### src/shared/pwr_pkg.sv
/*
 * Shared types and constants of the module power state manager.
 * Assumes a 20 MHz core clock and that all timing inputs are cycle counts.
 */
package pwr_pkg;
	// Core clock rate in hertz.
	localparam int unsigned CLK_HZ = 20000000;
	// Boot time of both processors after a deepest-state wake, in us.
	localparam int unsigned BOOT_TIME_US = 50;
	// Cycles of the boot wait; the clock rate in MHz is rounded down.
	localparam int unsigned BOOT_CYC = (BOOT_TIME_US * (CLK_HZ / 1000000));
	// Extra guard between wake timer and network update timer, in cycles.
	localparam logic [23:0] TAU_GUARD_CYC = 24'h000100;
	// Cycles the pin synchronisers need before the strap is valid.
	localparam logic [23:0] SETTLE_CYC = 24'h000003;
	// Number of wake source pins.
	localparam int unsigned WAKE_W = 4;
	// Reset value of the wake source mask.
	localparam logic [3:0] WAKE_MASK_RST = 4'h0;

	// Internal sequencer states, one-hot.
	typedef enum logic [5:0] {
		S_OFF    = 6'h01,
		S_ACTIVE = 6'h02,
		S_SLEEP  = 6'h04,
		S_DETACH = 6'h08,
		S_DEEP   = 6'h10,
		S_BOOT   = 6'h20
	} fsm_t;

	// The four externally visible power states.
	typedef enum logic [1:0] {
		PWR_OFF    = 2'h0,
		PWR_ACTIVE = 2'h1,
		PWR_SLEEP  = 2'h2,
		PWR_DEEP   = 2'h3
	} power_state_t;

	// Deepest-state entry selection.
	typedef enum logic [1:0] {
		MODE_STANDALONE = 2'h0,
		MODE_NETWORK    = 2'h1,
		MODE_NET_FALLBK = 2'h2
	} deep_mode_t;

	// Active sub-modes.
	typedef enum logic [1:0] {
		SUB_FULL     = 2'h0,
		SUB_IDLE     = 2'h1,
		SUB_AIRPLANE = 2'h2,
		SUB_EXT_DRX  = 2'h3
	} submode_t;

	// Conditions that gate Sleep entry, all on the core clock.
	typedef struct packed {
		logic usb_attached;
		logic usb_suspended;
		logic wake_lock_held;
		logic gpio_hold;
		logic ctrl_hold;
	} sleep_cond_t;

	// Cellular network side status.
	typedef struct packed {
		logic attached;
		logic saving_supported;
		logic detach_done;
		logic attach_done;
		logic data_pending;
	} net_status_t;

	// Application configuration port.
	typedef struct packed {
		logic        cfg_wr;
		deep_mode_t  mode;
		logic [3:0]  wake_mask;
		logic [23:0] wake_time;
		logic        deep_enable;
		submode_t    submode;
	} app_cfg_t;

	// Outputs of the block.
	typedef struct packed {
		power_state_t state;
		submode_t     submode;
		logic         app_core_on;
		logic         modem_on;
		logic         detach_req;
		logic         attach_req;
		logic         tau_send;
		logic         rebooted;
		logic         net_saving;
	} pwr_status_t;
endpackage : pwr_pkg

### src/rtl/module_power_state_manager.sv
/*
 * Power state manager: Active, Sleep, deepest sleep state and Off.
 * Assumes configuration, network status and sleep conditions are on
 * core_clk; the switch-on request, terminal-ready and wake pins are not.
 */
// What this block does
// Four power states; functions adjust per transition.
// Active runs core in one sub-mode.
// Sleep suspends core, keeps watching wake triggers.
// Sleep entry gated by USB, terminal, locks.
// Deepest state only via two modes; core off.
// Stay deepest until wake; then full reboot.
// Configure mode selection and wake sources.
// Deepest state has no own time limit.
// Standalone mode detaches first, then deepest state.
// After standalone wake reattach, stay Active.
// Outside pins tri-stated during standalone sleep; block has no pin outputs to tri-state.
// Network mode keeps context, sleeps negotiated period.
// Network-mode wake boots, then sends update.
// Stay active until inactivity expires, repeat.
// Wake configuration retained, changeable when active.
// Power-up goes Active or deepest per request.
// Network wake timer shorter than update timer.
// Many wakes give one reboot only.
`timescale 1ns/1ps
module module_power_state_manager
	import pwr_pkg::*;
#(
	parameter int unsigned BOOT_CYCLES = BOOT_CYC
) (
	// Clock and reset.
	input  wire logic              core_clk,
	input  wire logic              arst_n,
	// Asynchronous pins.
	input  wire logic              power_on_req_n,
	input  wire logic              term_ready,
	input  wire logic [WAKE_W-1:0] wake_pins,
	// Application side.
	input  wire app_cfg_t          app_cfg,
	input  wire sleep_cond_t       sleep_cond,
	// Network side.
	input  wire net_status_t       net,
	input  wire logic [23:0]       tau_cycles,
	input  wire logic [23:0]       inactive_cycles,
	// Status.
	output pwr_status_t            status
);
	// Whole state of the block in one word.
	typedef struct packed {
		fsm_t              fsm;
		logic              pon_s1;
		logic              pon_s2;
		logic              trdy_s1;
		logic              trdy_s2;
		logic [WAKE_W-1:0] wake_s1;
		logic [WAKE_W-1:0] wake_s2;
		deep_mode_t        mode;
		logic [3:0]        wake_mask;
		logic [23:0]       wake_time;
		logic              net_mode;
		logic [23:0]       cnt;
		pwr_status_t       out;
	} state_t;

	state_t st_reg;    // Registered state.
	state_t st_next;   // Next state.
	logic   sleep_ok;  // Every Sleep condition agrees.
	logic   wake_hit;  // A masked wake pin fires.
	logic   use_net;   // Entry request resolves to network mode.
	logic   use_alone; // Entry request resolves to standalone mode.
	logic [23:0] deep_limit; // Deepest-state wake timer target.
	logic [23:0] boot_lim;   // Boot wait as a counter value.

	assign boot_lim = 24'(BOOT_CYCLES);

	// Combinational helpers derived from the registered state and the inputs.
	always_comb begin
		// USB must be suspended if attached; terminal not ready.
		sleep_ok = (!sleep_cond.usb_attached || sleep_cond.usb_suspended)
			&& !st_reg.trdy_s2 && !sleep_cond.wake_lock_held
			&& !sleep_cond.gpio_hold && !sleep_cond.ctrl_hold;
		wake_hit = |(st_reg.wake_s2 & st_reg.wake_mask);
		// Fallback uses standalone when the network refuses.
		use_net = (st_reg.mode == MODE_NETWORK
			|| st_reg.mode == MODE_NET_FALLBK) && net.saving_supported;
		use_alone = st_reg.mode == MODE_STANDALONE
			|| (st_reg.mode == MODE_NET_FALLBK && !net.saving_supported);
		// Timer ends early enough for boot before the update.
		if (tau_cycles > boot_lim + TAU_GUARD_CYC) begin
			deep_limit = tau_cycles - boot_lim - TAU_GUARD_CYC;
		end else begin
			deep_limit = 24'h000001;
		end
	end

	// Next-state logic for the whole block.
	always_comb begin
		st_next = st_reg;
		// Two-flop synchronisers on every pin input.
		st_next.pon_s1 = power_on_req_n;
		st_next.pon_s2 = st_reg.pon_s1;
		st_next.trdy_s1 = term_ready;
		st_next.trdy_s2 = st_reg.trdy_s1;
		st_next.wake_s1 = wake_pins;
		st_next.wake_s2 = st_reg.wake_s1;
		// Update request and reboot mark last one cycle.
		st_next.out.tau_send = 1'b0;
		st_next.out.rebooted = 1'b0;
		case (st_reg.fsm)
			S_OFF: begin
				// Wait for the strap synchroniser to fill.
				st_next.cnt = st_reg.cnt + 24'h000001;
				if (st_reg.cnt >= SETTLE_CYC) begin
					st_next.cnt = 24'h000000;
					if (!st_reg.pon_s2) begin
						st_next.fsm = S_BOOT;
					end else begin
						st_next.fsm = S_DEEP;
						st_next.out.state = PWR_DEEP;
					end
				end
			end
			S_ACTIVE: begin
				// Core running, sub-mode as selected.
				st_next.out.submode = app_cfg.submode;
				// Config only while the core runs; kept otherwise.
				if (app_cfg.cfg_wr) begin
					st_next.mode = app_cfg.mode;
					st_next.wake_mask = app_cfg.wake_mask;
					st_next.wake_time = app_cfg.wake_time;
				end
				// Attach request holds until the network agrees.
				if (net.attach_done) begin
					st_next.out.attach_req = 1'b0;
				end
				// Inactivity counts from the last pending data.
				if (net.data_pending) begin
					st_next.cnt = 24'h000000;
				end else if (st_reg.cnt < inactive_cycles) begin
					st_next.cnt = st_reg.cnt + 24'h000001;
				end
				if (app_cfg.deep_enable && use_alone) begin
					st_next.net_mode = 1'b0;
					st_next.cnt = 24'h000000;
					st_next.out.attach_req = 1'b0;
					if (net.attached) begin
						st_next.fsm = S_DETACH;
						st_next.out.detach_req = 1'b1;
					end else begin
						st_next.fsm = S_DEEP;
						st_next.out.state = PWR_DEEP;
						st_next.out.app_core_on = 1'b0;
						st_next.out.modem_on = 1'b0;
					end
				end else if ((app_cfg.deep_enable && use_net)
					|| (st_reg.net_mode && !net.data_pending
					&& st_reg.cnt >= inactive_cycles)) begin
					// Context kept, enter for negotiated period.
					st_next.net_mode = 1'b1;
					st_next.cnt = 24'h000000;
					st_next.fsm = S_DEEP;
					st_next.out.state = PWR_DEEP;
					st_next.out.app_core_on = 1'b0;
					st_next.out.modem_on = 1'b0;
				end else if (sleep_ok && !wake_hit) begin
					st_next.fsm = S_SLEEP;
					st_next.out.state = PWR_SLEEP;
				end
			end
			S_SLEEP: begin
				// Core suspended, modem stays powered.
				if (!sleep_ok || wake_hit) begin
					st_next.fsm = S_ACTIVE;
					st_next.out.state = PWR_ACTIVE;
				end
			end
			S_DETACH: begin
				// Leave the network before powering down.
				if (net.detach_done || !net.attached) begin
					st_next.out.detach_req = 1'b0;
					st_next.fsm = S_DEEP;
					st_next.out.state = PWR_DEEP;
					st_next.out.app_core_on = 1'b0;
					st_next.out.modem_on = 1'b0;
				end
			end
			S_DEEP: begin
				// Stay without limit unless a source fires.
				st_next.out.app_core_on = 1'b0;
				st_next.out.modem_on = 1'b0;
				if (st_reg.net_mode || st_reg.wake_time != 24'h000000) begin
					st_next.cnt = st_reg.cnt + 24'h000001;
				end
				if (wake_hit || (st_reg.net_mode
					&& st_reg.cnt >= deep_limit - 24'h000001)
					|| (!st_reg.net_mode && st_reg.wake_time != 24'h000000
					&& st_reg.cnt >= st_reg.wake_time - 24'h000001)) begin
					st_next.fsm = S_BOOT;
					st_next.out.state = PWR_ACTIVE;
					st_next.cnt = 24'h000000;
				end
			end
			S_BOOT: begin
				// Full reboot; further wakes are ignored.
				st_next.out.state = PWR_ACTIVE;
				st_next.out.app_core_on = 1'b0;
				st_next.out.modem_on = 1'b1;
				st_next.cnt = st_reg.cnt + 24'h000001;
				if (st_reg.cnt >= boot_lim - 24'h000001) begin
					st_next.fsm = S_ACTIVE;
					st_next.cnt = 24'h000000;
					st_next.out.app_core_on = 1'b1;
					st_next.out.rebooted = 1'b1;
					st_next.out.submode = app_cfg.submode;
					st_next.out.tau_send = st_reg.net_mode;
					st_next.out.attach_req = !st_reg.net_mode;
				end
			end
			default: begin
				st_next.fsm = S_OFF;
			end
		endcase
		// Shows that the network cycle owns the deepest-state timing.
		st_next.out.net_saving = st_next.net_mode;
	end

	// State register; Off with empty config after reset.
	always_ff @(posedge core_clk or negedge arst_n) begin
		if (!arst_n) begin
			st_reg <= '{fsm: S_OFF, pon_s1: 1'b1, pon_s2: 1'b1,
				trdy_s1: 1'b0, trdy_s2: 1'b0, wake_s1: '0,
				wake_s2: '0, mode: MODE_STANDALONE,
				wake_mask: WAKE_MASK_RST, wake_time: 24'h000000,
				net_mode: 1'b0, cnt: 24'h000000,
				out: '{state: PWR_OFF, submode: SUB_FULL,
				default: 1'b0}};
		end else begin
			st_reg <= st_next;
		end
	end

	assign status = st_reg.out;
endmodule : module_power_state_manager

### config.mk
export PLATFORM = sky130hd
export DESIGN_NAME = module_power_state_manager
export DESIGN_NICKNAME = d
export VERILOG_FILES = /design/src/shared/pwr_pkg.sv /design/src/rtl/module_power_state_manager.sv
export SDC_FILE = /design/constraint.sdc
export NUM_CORES = 1
export LEC_CHECK = 0
export BUFFER_PORTS_ARGS = -buffer_cell sky130_fd_sc_hd__buf_4
export CAP_MARGIN = 5
export CORE_ASPECT_RATIO = 1.5
export CORE_MARGIN = 5
export CORE_UTILIZATION = 38
export CTS_BUF_LIST = sky130_fd_sc_hd__clkbuf_8
export CTS_CLUSTER_SIZE = 10
export DETAILED_ROUTE_END_ITERATION = 10
export GPL_TIMING_DRIVEN = 0
export PLACE_DENSITY = 0.66
export SLEW_MARGIN = 20
export SYNTH_ARGS = -nofsm -noshare
export SYNTH_HDL_FRONTEND = slang
export SYNTH_SLANG_ARGS = --single-unit
export TNS_END_PERCENT = 50
### constraint.sdc
create_clock -name core_clk -period 9.7 [get_ports core_clk]
set_clock_uncertainty 0.05 [all_clocks]
set_input_delay 1.455 -clock core_clk [delete_from_list [all_inputs] [get_ports core_clk]]
set_output_delay 1.455 -clock core_clk [all_outputs]
set_load 0.03 [all_outputs]
# Yosys cells after proc, flatten, opt, wreduce, memory -nomap -nowiden
# Cells that the tools add are included.
totals:
  out_inout_bits: 11
  reg_bits: 83
classes:
  order_cmp: 7
  n_reduce_logical: 52
  n_eq_ne: 22
  n_mux: 42
  n_addsub: 5
  bitwise_logic: 1
op_table:
  columns: ["cell", "n"]
  rows:
  - ["$mux W24", 5]
  - ["$pmux W24 S4", 1]
  - ["$ge A24 B24 Y1", 3]
  - ["$mux W6", 9]
  - ["$mux W26", 2]
  - ["$sub A24 B1 Y24 const B", 2]
  - ["$pmux W6 S6", 1]
  - ["$mux W27", 1]
  - ["$mux W25", 1]
  - ["$add A24 B1 Y24 const B", 1]
  - ["$ge A24 B10 Y1 const B", 1]
  - ["$ge A24 B2 Y1 const B", 1]
  - ["$gt A24 B11 Y1 const B", 1]
  - ["$lt A24 B24 Y1", 1]
  - ["$reduce_bool A24 Y1", 1]
  - ["$sub A24 B10 Y24 const B", 1]
  - ["$sub A24 B9 Y24 const B", 1]
  - ["$mux W2", 11]
  - ["$ne A2 B2 Y1 const B", 8]
  - ["$logic_and A1 B1 Y1", 14]
  - ["$ne A3 B3 Y1 const B", 4]
  - ["$pmux W2 S6", 1]
  - ["$logic_not A1 Y1", 11]
  - ["$logic_or A1 B1 Y1", 9]
  - ["other kinds (27)", 38]

# Depth between registers and ports, before layout
depth:
  ltp_word: 11
  ltp_mapped: 26

# Worst setup path before layout
# No wires, ideal clock.
synth_timing:
  path_type: "input port to flip-flop"
  start: "input port tau_cycles[3]"
  end: "register st_reg (netlist bit status[10])"
  setup_slack_ns: 2.899
  n_path_buf: 2
  setup_ns: 0.125
  t_arrival_ns: 6.627
  path_stages: 22
  path_cell_list: "buf_4 -> or4b_2 -> nor4_2 -> o211ai_1 -> clkbuf_1 -> nand2_1 -> ha_1 -> inv_1 -> or3_1 -> or2_2 -> o41a_1 -> nor3_1 -> o211ai_1 -> ha_1 -> nand4_1 -> nor3_1 -> nand3_1 -> o221ai_1 -> o31ai_2 -> and2_1 -> a211oi_1 -> mux2_2"
synth_between:
  elab_chain_cells: 10
  elab_cells_between_ends: 11
synth_lines:
  columns: ["element", "line", "source"]
  rows:
  - ["from (decl)", "module_power_state_manager.sv:43", "input wire logic [23:0] tau_cycles,"]
  - ["$sub A24 B10 Y24", "module_power_state_manager.sv:90", "deep_limit = tau_cycles - boot_lim - TAU_GUARD_CYC;"]
  - ["$sub A24 B9 Y24", "module_power_state_manager.sv:90", null]
  - ["$mux W24 *", "module_power_state_manager.sv:89", "if (tau_cycles > boot_lim + TAU_GUARD_CYC) begin"]
  - ["$sub A24 B1 Y24 *", "module_power_state_manager.sv:195", "&& st_reg.cnt >= deep_limit - 24'h000001)"]
  - ["$ge A24 B24 Y1 *", "module_power_state_manager.sv:195", null]
  - ["$logic_and A1 B1 Y1 *", "module_power_state_manager.sv:195", null]
  - ["$logic_or A1 B1 Y1 *", "module_power_state_manager.sv:194", "if (wake_hit || (st_reg.net_mode"]
  - ["$logic_or A1 B1 Y1 *", "module_power_state_manager.sv:196", "|| (!st_reg.net_mode && st_reg.wake_time != 24'h000000"]
  - ["$ne A2 B2 Y1 (no source line) *", null, null]
  - ["$reduce_and A8 Y1 (no source line) *", null, null]
  - ["to (signal assigned)", "module_power_state_manager.sv:230", "st_reg <= '{fsm: S_OFF, pon_s1: 1'b1, pon_s2: 1'b1,"]
  - ["to (signal assigned)", "module_power_state_manager.sv:238", "st_reg <= st_next;"]
  - ["to (decl)", "module_power_state_manager.sv:65", "state_t st_reg;"]
# Every way passes the cells marked *; elsewhere a longest branch is shown, timed or not.
# A chain may end at the register's enable or synchronous reset.

# Final worst setup path
layout_timing:
  start: "input port tau_cycles[3]"
  end: "register st_reg (netlist bit status[9])"
# Same word-level chain as after synthesis.

==> flow_summary.json <==
{
  "synth-edff-count": 0,
  "finalWirelength_um": 21000,
  "drt_pre_antenna_iters": 5,
  "final_util_pct": 45.2,
  "tritoncts": "yes",
  "synth_warnings": 0,
  "io_pins": 111,
  "grt_usage_pct": 18.8,
  "ys_seq_area_share_pct": 28.1,
  "clock_sinks": 83,
  "numCtsBuffers": 9,
  "netlist_instances": 856,
  "vias": 6894,
  "fmax_mhz": 132,
  "fp-row-count": 62,
  "drive_above_1_share_pct": 21.4,
  "vias_per_cell": 5.61,
  "finalCritPeriodShare_pct": 77.9,
  "drv_slew": 0,
  "cts_hold_buf": 0,
  "ctsResizeCount": 0,
  "period_needed_ns": 7.56,
  "min_from": "st_next[68]",
  "grt_pass1_vias": 6926,
  "post_cts_buffers": 0,
  "setup_viol": 0,
  "finalHoldViolations": 0,
  "outcome": "completed",
  "gp_congestion": 0.889,
  "dp_cells": 1213,
  "die_w_um": 124,
  "leakage_uw": 0.00398,
  "drt_iter0_drc": 496,
  "cp_data_required_time_ns": 9.90,
  "synth.distinct_cells": 84,
  "wire_per_inst_um": 17.1,
  "coreArea_um2": 19200,
  "irDropWorstVdd_v": 0.000115,
  "cts_htree_levels": 3,
  "setup.worst_path.start_class": "input port",
  "clkLatencyLatePin_ns": 0.37,
  "initial_core_util_pct": 38.6,
  "synthArstFlopShare_pct": 100,
  "die-area_um2": 22400,
  "finalNetCount": 1146,
  "synth_seq_cells": 83,
  "r2r-start": "st_reg[38]",
  "grt_max_degree": 84,
  "slew_headroom_pct": 47.3,
  "die_y_um": 181,
  "synthesis.nets": 1034,
  "maxCapViolCount": 0,
  "critical_path.startpoint": "tau_cycles[3]",
  "cts_root_buf": "clkbuf_8",
  "yosys_most_used_dff": "dfrtp_1",
  "netlist_area_um2": 7400,
  "tns_ns": 0,
  "area_delta_synth_final_pct": 17.0,
  "grt-ovfl-total": 0,
  "grt_setup_unrepaired": "false",
  "cts.reportedPaths.clkPinSlew_ns": 0.09,
  "critical_path_class": "in2reg",
  "drc": 0,
  "stdcell_count": 1229,
  "p_per_area_nw_per_um2": 255,
  "tightestPinTransition_ns": 0.791,
  "dp_hpwl_um": 16600,
  "path_max_fanout": 10,
  "syn_avg_cell_area_um2": 8.65,
  "portBuffers": 101,
  "cp.arrival_ns": 7.76,
  "p_total_uw": 2210,
  "grt_pass1_wl_um": 33700,
  "largest_register_ffs": 66,
  "ant_nets": 0,
  "hold_class": "reg2reg",
  "cts_buffer_depth": 2,
  "antenna_cells": 0,
  "end_kind": "flip-flop",
  "antenna_found_initial": 0
}
[Yosys cell counts (12+ instances only)]
master	instances	area, um2
a21oi_1	44	220
and3_1	15	93.8
buf_2	12	60.1
buf_4	12	90.1
clkbuf_1	12	45.0
dfrtp_1	80	2000
ha_1	78	976
inv_1	45	169
mux2_2	35	394
nand2_1	90	338
nand3_1	28	140
nand4_1	13	81.3
nor2_1	58	218
nor2b_1	12	75.1
nor3_1	20	100
nor4_1	17	106
o21ai_0	48	240
xnor2_1	37	324
xor2_1	15	131
[worst max-delay path, cell delays in order]
cell      delay [ns]
buf_4           0.08
buf_4           0.15
or4b_2          0.63
nor4_2          0.41
o211ai_1        0.24
clkbuf_1        0.29
nand2_1         0.13
ha_1            0.23
inv_1           0.09
or3_1           0.41
or2_2           0.33
o41a_1          0.45
nor3_1          0.33
o211ai_1        0.18
ha_1            0.34
nand4_1         0.17
nor3_1          0.30
nand3_1         0.11
o221ai_1        0.30
o31ai_2         0.14
and2_1          0.19
a211oi_1        0.41
mux2_2          0.38
[metal layers]
layer / global-route usage [%] / vias to the layer above / part of all wire [%]
met5: 0 / - / 0
met4: 7.63 / 0 / 3.3
met3: 2.03 / 46 / 4.7
met2: 36.1 / 200 / 55
met1: 20.3 / 3260 / 37
li1: - / 3388 / -
[cell families (layout without fill, tap and decap cells)]
family,count (synthesis),in the layout,synth area share (%)
buffers and inverters,84,201,5.17
xor gates and xnor gates,52,52,6.15
and+or+nand+nor,322,322,23.4
muxes,36,36,5.46
DFF,83,83,28.1
adders and majority gates,78,78,13.2
AOI/OAI and AO/OA,201,201,18.5
[through the flow]
step,setup WS (ns),hold slack (ns),instance area (um2)
2_1_floorplan,2.90,0.281,7400
3_3_place_gp,1.80,0.282,8480
3_5_place_dp,1.77,0.288,8480
4_1_cts,2.13,0.309,8660
5_1_grt,1.62,0.312,8660
6_report,2.14,0.305,8660
[final cells by class]
type / instances / area [um2]
flip-flops and latches: 83 / 2080
fillers: 1962 / 10500
well taps: 256 / 320
inverters: 45 / 169
clock inverters: 7 / 51.3
clock buffers: 9 / 124
multi-input cells: 689 / 4940
repair buffers: 101 / 762
plain buffers: 39 / 214
[power by group]
part | total (uW) | internal (uW) | switching (uW)
logic | 1360 | 605 | 759
registers | 613 | 456 | 157
clock network | 235 | 93.9 | 141
total | 2210 | 1150 | 1060
[placed cells by master (no fill, tap or decap), types with 13 or more instances in the layout]
| master | Yosys | final |
|---|---|---|
| buf_4 | 12 | 112 |
| nand2_1 | 90 | 90 |
| dfrtp_1 | 80 | 80 |
| ha_1 | 78 | 78 |
| nor2_1 | 58 | 58 |
| o21ai_0 | 48 | 48 |
| inv_1 | 45 | 46 |
| a21oi_1 | 44 | 44 |
| xnor2_1 | 37 | 37 |
| mux2_2 | 35 | 35 |
| nand3_1 | 28 | 28 |
| nor3_1 | 20 | 20 |
| nor4_1 | 17 | 17 |
| xor2_1 | 15 | 15 |
| and3_1 | 15 | 15 |
| nand4_1 | 13 | 13 |
[worst paths after layout]
kind	slack, ns	cells after the start	end
max	2.14	23	status[9]
max in group asynchronous	7.97	1	status[7]
min reg2reg	0.30	0	st_reg[68]
min	0.30	0	st_reg[68]
min in group asynchronous	1.06	1	st_reg[68]
max reg2reg	4.31	16	st_reg[32]
(Power assumes the default switching activity.)
